[src/verilog/dmz_pkg.sv]
package dmz_pkg;
  localparam int unsigned NUM_CH = 8;
  localparam int unsigned NUM_GPO = 6;
  localparam int unsigned SAMPLE_W = 24;
  localparam logic [6:0] IDX_CLK_FMT = 7'h09;
  localparam logic [6:0] IDX_FZPD = 7'h0A;
  localparam logic [6:0] IDX_RDIDX = 7'h0B;
  localparam logic [6:0] IDX_OVGPO = 7'h0C;
  localparam int unsigned RW_BIT = 15;
  localparam int unsigned IDX_LSB = 8;
  localparam logic [7:0] CLK_FMT_RST = 8'h00;
  localparam logic [7:0] FZPD_RST = 8'h00;
  localparam logic [7:0] RDIDX_RST = 8'h01;
  localparam logic [7:0] OVGPO_RST = 8'h00;
  localparam int unsigned ZERO_RUN = 1024;
  localparam int unsigned ZCNT_W = 11;
  localparam logic [ZCNT_W-1:0] ZERO_RUN_CNT = ZCNT_W'(ZERO_RUN);

  typedef enum logic [2:0] {
    FMT_RJ24, FMT_RJ20, FMT_RJ18, FMT_RJ16, FMT_I2S, FMT_LJ, FMT_RSV6, FMT_RSV7
  } dmz_fmt_e;

  typedef struct packed {
    logic [1:0] rsv;
    logic filter_slow;
    logic clock_out_half_rate;
    logic clock_out_disable;
    logic [2:0] audio_format_sel;
  } dmz_clk_fmt_s;

  typedef struct packed {
    logic rsv;
    logic zero_flag_polarity;
    logic output_phase_invert;
    logic [1:0] deemph_rate_sel;
    logic [2:0] deemph_enable;
  } dmz_fzpd_s;

  typedef struct packed {
    logic auto_inc;
    logic [6:0] register_index;
  } dmz_rdidx_s;

  typedef struct packed {
    logic oversample_hi;
    logic gp_output_enable;
    logic [5:0] gp_output_bit;
  } dmz_ovgpo_s;

  typedef struct packed {
    logic rw;
    logic [6:0] idx;
    logic [7:0] data;
  } dmz_word_s;
endpackage : dmz_pkg

[src/verilog/dmz_top.sv]
module dmz_top (
  input wire logic sys_clk,
  input wire logic resetn,
  input wire logic clk_en,
  input wire logic ctrl_valid,
  input wire dmz_pkg::dmz_word_s ctrl_word,
  output logic rd_valid,
  output logic [7:0] rd_data,
  input wire logic word_clock,
  input wire logic [dmz_pkg::NUM_CH*dmz_pkg::SAMPLE_W-1:0] sample_data,
  output logic sys_clock_out_pin,
  output logic [5:0] zero_gpo_pins,
  output logic zero_flag_ch7,
  output logic zero_flag_ch8,
  output logic zero_flag_all,
  output logic [2:0] audio_format_sel,
  output logic output_phase_invert,
  output logic [1:0] deemph_rate_sel,
  output logic deemph_active,
  output logic auto_inc_en,
  output logic [6:0] read_last_index,
  output logic oversample_hi,
  output logic filter_slow
);
  // reset released through two flops so all logic leaves reset together
  logic rst_s1_reg, rst_s2_reg;
  always_ff @(posedge sys_clk or negedge resetn) begin
    if (!resetn) begin
      rst_s1_reg <= 1'b0;
      rst_s2_reg <= 1'b0;
    end else begin
      rst_s1_reg <= 1'b1;
      rst_s2_reg <= rst_s1_reg;
    end
  end
  wire rst_n = rst_s2_reg;

  dmz_pkg::dmz_clk_fmt_s clk_fmt_reg, clk_fmt_next;
  dmz_pkg::dmz_fzpd_s fzpd_reg, fzpd_next;
  dmz_pkg::dmz_rdidx_s rdidx_reg, rdidx_next;
  dmz_pkg::dmz_ovgpo_s ovgpo_reg, ovgpo_next;
  logic rd_valid_reg, rd_valid_next;
  logic [7:0] rd_data_reg, rd_data_next;

  // register bank: write on rw=0, read returns addressed byte on rw=1
  always_comb begin
    clk_fmt_next = clk_fmt_reg;
    fzpd_next = fzpd_reg;
    rdidx_next = rdidx_reg;
    ovgpo_next = ovgpo_reg;
    rd_valid_next = 1'b0;
    rd_data_next = rd_data_reg;
    if (ctrl_valid) begin
      if (!ctrl_word.rw) begin
        unique case (ctrl_word.idx)
          dmz_pkg::IDX_CLK_FMT: clk_fmt_next = ctrl_word.data;
          dmz_pkg::IDX_FZPD: fzpd_next = ctrl_word.data;
          dmz_pkg::IDX_RDIDX: rdidx_next = ctrl_word.data;
          dmz_pkg::IDX_OVGPO: ovgpo_next = ctrl_word.data;
          default: ;
        endcase
      end else begin
        rd_valid_next = 1'b1;
        unique case (ctrl_word.idx)
          dmz_pkg::IDX_CLK_FMT: rd_data_next = clk_fmt_reg;
          dmz_pkg::IDX_FZPD: rd_data_next = fzpd_reg;
          dmz_pkg::IDX_RDIDX: rd_data_next = rdidx_reg;
          dmz_pkg::IDX_OVGPO: rd_data_next = ovgpo_reg;
          default: rd_data_next = 8'h00; // unmapped indices read zero
        endcase
      end
    end
  end

  always_ff @(posedge sys_clk or negedge rst_n) begin
    if (!rst_n) begin
      clk_fmt_reg <= dmz_pkg::CLK_FMT_RST;
      fzpd_reg <= dmz_pkg::FZPD_RST;
      rdidx_reg <= dmz_pkg::RDIDX_RST;
      ovgpo_reg <= dmz_pkg::OVGPO_RST;
      rd_valid_reg <= 1'b0;
      rd_data_reg <= 8'h00;
    end else if (clk_en) begin
      clk_fmt_reg <= clk_fmt_next;
      fzpd_reg <= fzpd_next;
      rdidx_reg <= rdidx_next;
      ovgpo_reg <= ovgpo_next;
      rd_valid_reg <= rd_valid_next;
      rd_data_reg <= rd_data_next;
    end
  end
  assign rd_valid = rd_valid_reg;
  assign rd_data = rd_data_reg;

  // clock output: toggle divider gives half rate; full rate is modelled as the
  // raw input clock, not gated by clk_en, which a real chip would do with a glitch-free gate
  logic half_reg, half_next;
  always_comb begin
    half_next = ~half_reg;
  end
  always_ff @(posedge sys_clk or negedge rst_n) begin
    if (!rst_n) begin
      half_reg <= 1'b0;
    end else if (clk_en) begin
      half_reg <= half_next;
    end
  end
  logic clk_sel;
  assign clk_sel = clk_fmt_reg.clock_out_half_rate ? half_reg : sys_clk;
  assign sys_clock_out_pin = clk_fmt_reg.clock_out_disable ? 1'b0 : clk_sel;

  // mode fields out to the audio path
  assign audio_format_sel = clk_fmt_reg.audio_format_sel;
  assign output_phase_invert = fzpd_reg.output_phase_invert;
  assign deemph_rate_sel = fzpd_reg.deemph_rate_sel;
  assign deemph_active = |fzpd_reg.deemph_enable;
  assign auto_inc_en = rdidx_reg.auto_inc;
  assign read_last_index = rdidx_reg.register_index;
  assign oversample_hi = ovgpo_reg.oversample_hi;
  assign filter_slow = clk_fmt_reg.filter_slow;

  // word-clock rising edge marks one sample period
  logic wc_d_reg, wc_d_next;
  always_comb begin
    wc_d_next = word_clock;
  end
  always_ff @(posedge sys_clk or negedge rst_n) begin
    if (!rst_n) begin
      wc_d_reg <= 1'b0;
    end else if (clk_en) begin
      wc_d_reg <= wc_d_next;
    end
  end
  logic wc_rise;
  assign wc_rise = word_clock & ~wc_d_reg;

  // per-channel zero-run counters saturate at the run length
  logic [dmz_pkg::ZCNT_W-1:0] zcnt_reg [dmz_pkg::NUM_CH];
  logic [dmz_pkg::ZCNT_W-1:0] zcnt_next [dmz_pkg::NUM_CH];
  logic [dmz_pkg::NUM_CH-1:0] zdet;
  always_comb begin
    for (int i = 0; i < dmz_pkg::NUM_CH; i++) begin
      zcnt_next[i] = zcnt_reg[i];
      if (sample_data[i*dmz_pkg::SAMPLE_W +: dmz_pkg::SAMPLE_W] != '0) begin
        zcnt_next[i] = '0;
      end else if (wc_rise && zcnt_reg[i] != dmz_pkg::ZERO_RUN_CNT) begin
        zcnt_next[i] = zcnt_reg[i] + 1'b1;
      end
    end
  end
  always_ff @(posedge sys_clk or negedge rst_n) begin
    if (!rst_n) begin
      for (int i = 0; i < dmz_pkg::NUM_CH; i++) zcnt_reg[i] <= '0;
    end else if (clk_en) begin
      for (int i = 0; i < dmz_pkg::NUM_CH; i++) zcnt_reg[i] <= zcnt_next[i];
    end
  end
  always_comb begin
    for (int i = 0; i < dmz_pkg::NUM_CH; i++) begin
      zdet[i] = (zcnt_reg[i] == dmz_pkg::ZERO_RUN_CNT);
    end
  end

  // polarity applied after detection so the AND sees true detect states
  logic [dmz_pkg::NUM_CH-1:0] zflag;
  assign zflag = fzpd_reg.zero_flag_polarity ? ~zdet : zdet;
  assign zero_gpo_pins = ovgpo_reg.gp_output_enable ? ovgpo_reg.gp_output_bit : zflag[5:0];
  assign zero_flag_ch7 = zflag[6];
  assign zero_flag_ch8 = zflag[7];
  assign zero_flag_all = fzpd_reg.zero_flag_polarity ? ~(&zdet) : (&zdet);

  AST_WRITE_STORES: assert property (@(posedge sys_clk) disable iff (!rst_n)
    clk_en && ctrl_valid && !ctrl_word.rw && ctrl_word.idx == dmz_pkg::IDX_OVGPO
    |=> ovgpo_reg == $past(ctrl_word.data)) else $error("write not stored");
  AST_READ_ANSWERS: assert property (@(posedge sys_clk) disable iff (!rst_n)
    clk_en && ctrl_valid && ctrl_word.rw |=> rd_valid) else $error("read not answered");
  AST_CLK_DISABLED: assert property (@(posedge sys_clk) disable iff (!rst_n)
    clk_fmt_reg.clock_out_disable |-> !sys_clock_out_pin) else $error("clock out not low");
  AST_HALF_TOGGLE: assert property (@(posedge sys_clk) disable iff (!rst_n)
    clk_en |=> half_reg != $past(half_reg)) else $error("divider stuck");
  AST_DEEMPH_OR: assert property (@(posedge sys_clk) disable iff (!rst_n)
    deemph_active == (fzpd_reg.deemph_enable != 3'h0)) else $error("deemph or wrong");
  AST_NONZERO_CLEARS: assert property (@(posedge sys_clk) disable iff (!rst_n)
    clk_en && sample_data[0 +: dmz_pkg::SAMPLE_W] != '0 |=> !zdet[0]) else $error("flag not cleared");
  AST_ZERO_ALL: assert property (@(posedge sys_clk) disable iff (!rst_n)
    !fzpd_reg.zero_flag_polarity |-> zero_flag_all == (&zflag)) else $error("and flag wrong");
  AST_GPO_MUX: assert property (@(posedge sys_clk) disable iff (!rst_n)
    ovgpo_reg.gp_output_enable |-> zero_gpo_pins == ovgpo_reg.gp_output_bit) else $error("gpo mux");
  AST_POLARITY: assert property (@(posedge sys_clk) disable iff (!rst_n)
    zero_flag_ch8 == (zdet[7] ^ fzpd_reg.zero_flag_polarity)) else $error("polarity wrong");
  AST_DETECT_RUN: assert property (@(posedge sys_clk) disable iff (!rst_n)
    $rose(zdet[0]) |-> $past(zcnt_reg[0]) == dmz_pkg::ZERO_RUN_CNT - 1'b1) else $error("run length");
  // the answer pulse must not linger into a cycle without a new read
  AST_RD_PULSE: assert property (@(posedge sys_clk) disable iff (!rst_n)
    rd_valid && clk_en && !(ctrl_valid && ctrl_word.rw) |=> !rd_valid) else $error("read pulse too long");
  // saturated counter keeps the flag while the channel stays silent
  AST_ZERO_HOLDS: assert property (@(posedge sys_clk) disable iff (!rst_n)
    clk_en && zdet[0] && sample_data[0 +: dmz_pkg::SAMPLE_W] == '0 |=> zdet[0]) else $error("zero flag dropped");
  // with gp outputs off the shared pins must carry the channel flags
  AST_GPO_ZERO: assert property (@(posedge sys_clk) disable iff (!rst_n)
    !ovgpo_reg.gp_output_enable |-> zero_gpo_pins == zflag[5:0]) else $error("zero flags not on pins");
  // a low enable must freeze the zero-run counting as well as the bank
  AST_FREEZE: assert property (@(posedge sys_clk) disable iff (!rst_n)
    !clk_en |=> zcnt_reg[0] == $past(zcnt_reg[0]) && ovgpo_reg == $past(ovgpo_reg)) else $error("state moved while frozen");
  COV_READ: cover property (@(posedge sys_clk) disable iff (!rst_n) rd_valid);
  COV_GPO: cover property (@(posedge sys_clk) disable iff (!rst_n) ovgpo_reg.gp_output_enable);
  COV_ZDET: cover property (@(posedge sys_clk) disable iff (!rst_n) zdet[0]);
  COV_ALL: cover property (@(posedge sys_clk) disable iff (!rst_n) &zdet);
endmodule : dmz_top

[config.mk]
export PLATFORM = sky130hd
export DESIGN_NAME = dmz_top
export DESIGN_NICKNAME = d
export VERILOG_FILES = /design/src/verilog/dmz_pkg.sv /design/src/verilog/dmz_top.sv
export SDC_FILE = /design/constraint.sdc
export NUM_CORES = 1
export LEC_CHECK = 0
export ABC_AREA = 1
export BUFFER_PORTS_ARGS = -buffer_cell sky130_fd_sc_hd__buf_2
export CAP_MARGIN = 20
export CORE_UTILIZATION = 57
export CTS_CLUSTER_SIZE = 40
export DETAILED_ROUTE_END_ITERATION = 16
export PLACE_DENSITY = 0.83
export SKIP_CTS_REPAIR_TIMING = 1
export SLEW_MARGIN = 20
export SYNTH_ARGS = -nofsm -noshare
export SYNTH_HDL_FRONTEND = slang
export SYNTH_SLANG_ARGS = --single-unit
[constraint.sdc]
create_clock -name sys_clk -period 6.2 [get_ports sys_clk]
set_input_delay 1.24 -clock sys_clk [delete_from_list [all_inputs] [get_ports sys_clk]]
set_output_delay 1.24 -clock sys_clk [all_outputs]
set_load 0.01 [all_outputs]
# Word-level counts from Yosys, hierarchy flattened
# Index checks and enable logic that the tools add are counted.
word_totals:
  reg_bits: 133
  word_cells: 126
classes:
  n_addsub: 8
  eq_ne: 20
  n_mux: 24
  reduce_logical: 39
  n_bitwise: 6
op_table:
  columns: ["cell", "n"]
  rows:
  - ["nonzero test 24 bit", 8]
  - ["2-to-1 mux 11 bit", 16]
  - ["adder 11 x 1 -> 11 bit (second input constant)", 8]
  - ["equality test 11 bit (second input constant)", 8]
  - ["inequality test 11 bit (second input constant)", 8]
  - ["one-hot mux 8 bit (4 select lines)", 1]
  - ["equality test 7 x 4 -> 1 bit (second input constant)", 4]
  - ["AND reduction 2 bit", 8]
  - ["AND reduction 4 bit", 4]
  - ["nonzero test 2 bit", 8]
  - ["logical AND 1 bit", 8]
  - ["2-to-1 mux 8 bit", 1]
  - ["inverter 8 bit", 1]
  - ["AND reduction 8 bit", 1]
  - ["2-to-1 mux 6 bit", 1]
  - ["2-to-1 mux 1 bit", 5]
  - ["inverter 1 bit", 4]
  - ["AND reduction 3 bit", 1]
  - ["OR reduction 3 bit", 1]
  - ["bitwise AND 1 bit", 1]

# Depth between registers and ports, before layout
# Gate-level depths: netlist of run 1.
depth:
  depth_word: 5
  mapped_depth: 10

==> metrics.log, run 1 <==
INFO  metric post-place-ws = 1.59 ns
INFO  metric worst_slew_pin_slew = 0.969 ns
INFO  metric max_stage_delay = 0.14 ns
INFO  metric detailroute.wirelength.met3 = 1390 um
INFO  metric synth_top_area_cell = dfrtp_1
INFO  metric wl = 22400 um
INFO  metric max_ffs_per_register = 88
INFO  metric core.rowCount = 44
INFO  metric slowest_stage = buf_2
INFO  metric cp_cell_sequence = clkbuf_16 -> clkbuf_16 -> mux2i_1 -> nor2_1 -> buf_2
INFO  metric cellLeakagePower = 0.00594 uW
INFO  metric routed-wl-met2 = 11100 um
INFO  metric grt_antenna_before_repair = 0
INFO  metric max_slew_margin = 35.4%
INFO  metric yosys_warning_count = 0
INFO  metric grtUsageTotal = 29.7%
INFO  metric synth_area_leaders = dfrtp_1, nand2_1, nor2_1, nand4_1, nand3_1
INFO  metric worst_skew_pair.late_latency = 0.54 ns
INFO  metric tns = 0 ns
INFO  metric synthToLayoutAreaGrowth = 22.2%
INFO  metric top_level_ports = 249
INFO  metric syn_nets = 1548
INFO  metric route.detailed.vias_per_inst = 5.30
INFO  metric cp-start-kind = clock port
INFO  metric yosys.cell_count.top_type = nand2_1
INFO  metric place_hpwl = 15400 um
INFO  metric dieWidth = 126 um
INFO  metric post_drt_wl_per_cell = 12.9 um
INFO  metric rsz_0062_raised_after_global_routing = false
INFO  metric first_pass_grt_wire_length = 38600 um
INFO  metric cap_violations = 0
INFO  metric design.core.area = 14800 um2
INFO  metric cp_num_buf_inv = 3
INFO  metric drt-met1-wl = 9630 um
INFO  metric fin_max_slew_vios = 0
INFO  metric syn-cell-area = 8780 um2
INFO  metric synthTopCellsByCount = nand2_1, nor2_1, dfrtp_1
INFO  metric proportion_of_netlist_area_held_by_the_largest_area_contributor = 37.6%
INFO  metric chipHeight = 126 um
INFO  metric drt_pass_1_iters = 5
INFO  metric critical_path.endpoint_type = output pin
INFO  metric highest_routed_layer = met4
INFO  metric postSynthRegisterBits = 133
INFO  metric report.power.total = 2180 uW
INFO  metric vias = 9240
INFO  metric yosysSeqAreaShare = 37.9%
INFO  metric cp_max_fo = 2
INFO  metric starting_utilization_of_the_core_area = 59.5%
INFO  metric critical-path-top-cell-by-count = clkbuf_16
INFO  metric timing_hold_violations_final = 0
INFO  metric grt_max_degree = 78
INFO  metric cp.arrival = 3.66 ns
INFO  metric synthesis.area_per_instance = 6.66 um2
INFO  metric finalNonFillerCells = 1744
INFO  metric port_buffers = 248
INFO  metric synth_edf_count = 0
INFO  metric finalWeightedCongestion = 0.826
INFO  metric timing.hold.worst.class = reg2reg
INFO  metric overflow = 0
INFO  metric finalNetCount = 1776
INFO  metric post_route_cells_drive_above_1_share = 20.1%
INFO  metric worst_clock_skew = 0.0100 ns
INFO  metric synthFlopType = dfrtp_1
INFO  metric antenna-diode-count = 0
INFO  metric grt_pass1_vias = 8663
INFO  metric status = complete, no violations
INFO  metric timing_worst_setup_path_type = clk2out
INFO  metric power.density_cell_area = 203 nW/um2
INFO  metric yosysUniqueCellTypes = 31
INFO  metric crit_required = 4.96 ns
INFO  metric synth_async_sr_flop_share = 100%
INFO  metric fp.dieArea = 15900 um2
INFO  metric drt_iter0_markers = 702
INFO  metric cts.clk_slew.worst_paths = 0.06 ns
INFO  metric route.antenna.remaining_nets = 0
INFO  metric synthesis.instances = 1319
INFO  metric finalWorstSetupSlack = 1.30 ns
INFO  metric drt_drc_violations_left = 0
INFO  metric cp_top_family = buffers and inverters
INFO  metric finalSetupViolations = 0
INFO  metric dp_cells = 1709
INFO  metric power.ir.vdd_worst = 238 uV
INFO  metric cts_tree = built
-- path summary, 6_finish.rpt --
path                            slack (ns)  depth (start not counted)            endpoint  startpoint
worst max-delay path                  1.30                          5   sys_clock_out_pin     sys_clk
min in group asynchronous             0.40                          0  deemph_rate_sel[0]       rst_n
worst min-delay path                  0.36                          0               rst_n  rst_s1_reg
worst min register to register        0.36                          0               rst_n  rst_s1_reg
worst max register to register        4.19                          8        zcnt_reg[84]    wc_d_reg
max in group asynchronous             4.35                          1        zcnt_reg[12]       rst_n
-- placed cells by master, fill, tap and decap left out, types with 2 or more instances in the layout --
cell / instances
nand2_1: 459
buf_2: 247
nor2_1: 238
dfrtp_1: 131
inv_1: 114
nand4_1: 107
nand3_1: 92
xor2_1: 39
o21ai_0: 32
clkbuf_16: 20
ha_1: 16
buf_4: 9
o21ai_2: 8
o21ai_1: 8
xnor2_1: 5
inv_8: 5
inv_6: 4
nand3b_1: 2
nor3_4: 2
nor2_2: 2
nand3_2: 2
nand3_4: 2
clkinv_4: 2
clkinvlp_4: 2
-- cells by family after synthesis --
| group | after synthesis | share of synthesized area, % |
|---|---|---|
| simple gates | 910 | 44.4 |
| other cells | 1 | 0.0427 |
| buf+inv | 165 | 7.75 |
| fa+ha+maj | 16 | 2.28 |
| mux | 1 | 0.114 |
| flops | 133 | 37.9 |
| compound gates | 49 | 3.14 |
| xor+xnor | 44 | 4.39 |
-- metrics by stage --
stage | utilization (%) | hold WS [ns] | instance area [um2]
3_5_place_dp | 68.2 | 0.340 | 10100
5_1_grt | 72.7 | 0.371 | 10700
4_1_cts | 72.7 | 0.365 | 10700
2_1_floorplan | - | 0.331 | 8780
3_3_place_gp | 68.2 | 0.344 | 10100
6_report | 72.7 | 0.363 | 10700
-- power breakdown --
group | internal (uW) | total, uW | switching [uW] | leakage, uW
Sequential | 879 | 894 | 15.3 | 0.00184
Clock | 659 | 1110 | 451 | 0.000330
Combinational | 70.8 | 171 | 99.9 | 0.00377
-- layer usage --
layer | global-route usage (%) | up-vias
li1 | - | 4675
met3 | 5.95 | 44
met5 | 0 | -
met1 | 37.6 | 4186
met2 | 50.6 | 335
met4 | 10.1 | 0
-- layout make-up --
class | count | area [um2]
multi-input combinational | 1021 | 4770
fill | 1226 | 4030
sequential | 133 | 3330
timing repair buffer | 255 | 1300
clock buffer | 21 | 505
inverter | 115 | 432
tap | 184 | 230
clock inverter | 15 | 159
No activity file was read; power rests on OpenSTA's default activity.
==> inputs of run 2 (changes only) <==
--- a/config.mk
+++ b/config.mk
@@ -8,10 +8,10 @@
 export ABC_AREA = 1
 export BUFFER_PORTS_ARGS = -buffer_cell sky130_fd_sc_hd__buf_2
 export CAP_MARGIN = 20
-export CORE_UTILIZATION = 57
+export CORE_UTILIZATION = 48
 export CTS_CLUSTER_SIZE = 40
 export DETAILED_ROUTE_END_ITERATION = 16
-export PLACE_DENSITY = 0.83
+export PLACE_DENSITY = 0.74
 export SKIP_CTS_REPAIR_TIMING = 1
 export SLEW_MARGIN = 20
 export SYNTH_ARGS = -nofsm -noshare
==> constraint.sdc (replaced) <==
create_clock -name sys_clk -period 4.2 [get_ports sys_clk]
set_input_delay 0.84 -clock sys_clk [delete_from_list [all_inputs] [get_ports sys_clk]]
set_output_delay 0.84 -clock sys_clk [all_outputs]
set_load 0.01 [all_outputs]
==> metrics.log, run 2 (synthesis gave the netlist of run 1 again) <==
INFO  metric starting_utilization_of_the_core_area = 48.9% (was 59.5%)
INFO  metric design.core.area = 18000 um2 (was 14800 um2)
INFO  metric wl = 21200 um (was 22400 um)
INFO  metric route.antenna.remaining_nets = 0 (unchanged)
INFO  metric switching_power = 859 uW (was 567 uW)
INFO  metric power_frac_clock = 53.4% (was 51.1%)
INFO  metric number_of_filler_instances_in_the_final_layout = 1649 (was 1226)
INFO  metric final_cell_mix = nand2_1, buf_2, nor2_1 (unchanged)
INFO  metric crit_path_start = sys_clk (unchanged)
INFO  metric power_report.internal_total = 2510 uW (was 1610 uW)
INFO  metric grt_max_degree = 71 (was 78)
INFO  metric rsz_0062_raised_after_global_routing = false (unchanged)
INFO  metric critical_path.endpoint_type = output pin (unchanged)
INFO  metric cp_top_family = buffers and inverters (unchanged)
INFO  metric cp_cell_sequence = clkbuf_16 -> clkbuf_16 -> mux2i_1 -> nor2_1 -> buf_2 (unchanged)
INFO  metric fp.dieArea = 18800 um2 (was 15900 um2)
INFO  metric post_route_cells_drive_above_1_share = 20.2% (was 20.1%)
INFO  metric finalWeightedCongestion = 0.829 (was 0.826)
INFO  metric cp_max_fo = 2 (unchanged)
INFO  metric max_slew_margin = 44.2% (was 35.4%)
INFO  metric chipHeight = 137 um (was 126 um)
INFO  metric first_pass_grt_wire_length = 36000 um (was 38600 um)
INFO  metric max_ffs_per_register = 88 (unchanged)
INFO  metric finalNetCount = 1779 (was 1776)
INFO  metric timing.hold.worst.class = in2async (was reg2reg)
INFO  metric synthToLayoutAreaGrowth = 24.0% (was 22.2%)
INFO  metric cts.clk_slew.worst_paths = 0.07 ns (was 0.06 ns)
INFO  metric drt_drc_violations_left = 0 (unchanged)
INFO  metric cts_tree = built (unchanged)
INFO  metric power_frac_seq = 39.2% (was 41.1%)
INFO  metric finalSetupViolations = 0 (unchanged)
INFO  metric dieWidth = 137 um (was 126 um)
INFO  metric drt_pass_1_iters = 5 (unchanged)
INFO  metric route.detailed.vias_per_inst = 5.02 (was 5.30)
INFO  metric drt_iter0_markers = 555 (was 702)
INFO  metric worst_r2r_endpoint = zcnt_reg[24] (was zcnt_reg[84])
INFO  metric cp_num_buf_inv = 3 (unchanged)
INFO  metric comb_power_share = 7.5% (was 7.8%)
INFO  metric crit_required = 3.36 ns (was 4.96 ns)
INFO  metric worst_slew_pin_slew = 0.834 ns (was 0.969 ns)
INFO  metric post_drt_wl_per_cell = 11.8 um (was 12.9 um)
INFO  metric core.rowCount = 49 (was 44)
INFO  metric destination_of_the_critical_timing_path = sys_clock_out_pin (unchanged)
INFO  metric timing_worst_setup_path_type = clk2out (unchanged)
INFO  metric swShare = 25.5% (was 26.0%)
INFO  metric power.ir.vdd_worst = 249 uV (was 238 uV)
INFO  metric cp.arrival = 2.68 ns (was 3.66 ns)
INFO  metric tns = 0 ns (unchanged)
INFO  metric grt_pass1_vias = 8049 (was 8663)
INFO  metric cp-start-kind = clock port (unchanged)
INFO  metric cap_violations = 0 (unchanged)
INFO  metric regToRegStartpoint = wc_d_reg (unchanged)
INFO  metric grtUsageTotal = 23.7% (was 29.7%)
INFO  metric dp_cells = 1757 (was 1709)
INFO  metric top_level_ports = 249 (unchanged)
INFO  metric vias = 8988 (was 9240)
INFO  metric critical-path-top-cell-by-count = clkbuf_16 (unchanged)
INFO  metric max_stage_delay = 0.14 ns (about the same)
INFO  metric overflow = 0 (unchanged)
INFO  metric crit_cells = 5 (unchanged)
INFO  metric status = complete, no violations (unchanged)
INFO  metric layout_commonest_cell = nand2_1 (unchanged)
INFO  metric cellLeakagePower = 0.00600 uW (was 0.00594 uW)
INFO  metric power.density_cell_area = 310 nW/um2 (was 203 nW/um2)
INFO  metric place_hpwl = 15100 um (was 15400 um)
INFO  metric worst_skew_pair.late_latency = 0.54 ns (about the same)
INFO  metric port_buffers = 248 (unchanged)
INFO  metric slowest_stage = buf_2 (unchanged)
INFO  metric grt_antenna_before_repair = 0 (unchanged)
INFO  metric worst-r2r-setup-slack = 2.23 ns (was 4.19 ns)
INFO  metric worst_clock_skew = 0.0107 ns (was 0.0100 ns)
INFO  metric fin_max_slew_vios = 0 (unchanged)
INFO  metric timing_hold_violations_final = 0 (unchanged)
INFO  metric worst-r2r-cell-count = 8 (unchanged)
INFO  metric antenna-diode-count = 0 (unchanged)
INFO  metric finalNonFillerCells = 1792 (was 1744)
[run 2: cell count changes in the layout (fill, tap and decap cells not counted)]
cell,change
bufinv_16,+2
inv_6,-1
clkinv_4,-2
clkinv_8,+2
buf_4,+2
inv_8,+2
clkinvlp_4,-2
buf_12,+1
clkinv_2,-1
[run 2: worst register-to-register path, stage by stage, from the launching register on]
cell     delay (ns)
dfrtp_1        0.36
inv_1          0.06
nand2_1        0.30
inv_1          0.43
o21ai_0        0.15
nand2_1        0.09
nand2_1        0.24
nand2_1        0.18
nand2_1        0.07
[run 2: metal layers]
metal	vias to the layer above	GRT usage [%]	routed length [um]
met4	0	7.14	233
met5	-	0	0
met3	18	3.68	898
met1	4092	31.3	9820
li1	4672	-	-
met2	206	40.1	10300
[run 2: through the flow]
| step | total power, uW | hold slack (ns) | util [%] | setup slack (ns) | instance area [um2] |
|---|---|---|---|---|---|
| 5_1_grt | 3500 | 0.0643 | 60.6 | 0.664 | 10900 |
| 3_3_place_gp | 1620 | 0.336 | 56.6 | 0.988 | 10200 |
| 6_report | 3370 | 0.0696 | 60.6 | 0.682 | 10900 |
| 4_1_cts | 3410 | 0.0589 | 60.6 | 0.677 | 10900 |
| 3_5_place_dp | 1620 | 0.341 | 56.6 | 0.989 | 10200 |
| 2_1_floorplan | 1470 | 0.331 | - | 0.222 | 8780 |
[run 2: final cells by class]
cell class	count	area, um2	share of cell area (%)
multi-input cells	1021	4770	43.8
flip-flops and latches	133	3330	30.6
repair buffers	258	1330	12.3
clock buffers	21	505	4.64
inverters	115	432	3.96
well taps	229	287	2.63
clock inverters	15	228	2.09
[run 2: how the worst min path moves through the flow]
stage                     from  endpoint  slack (ns)  cells past startpoint
floorplan           rst_s1_reg     rst_n        0.33                      0
global placement    rst_s1_reg     rst_n        0.34                      0
detailed placement  rst_s1_reg     rst_n        0.34                      0
CTS                     resetn     rst_n        0.06                      1
global route            resetn     rst_n        0.06                      1
finish                  resetn     rst_n        0.07                      1
[run 2: power by group through the flow]
stage	Combinational, uW	Sequential, uW	Clock (uW)
after floorplan	109	1350	15.0
after global placement	249	1350	23.1
after detailed placement	252	1350	23.1
after CTS	253	1320	1830
after global routing	287	1320	1890
final	252	1320	1800
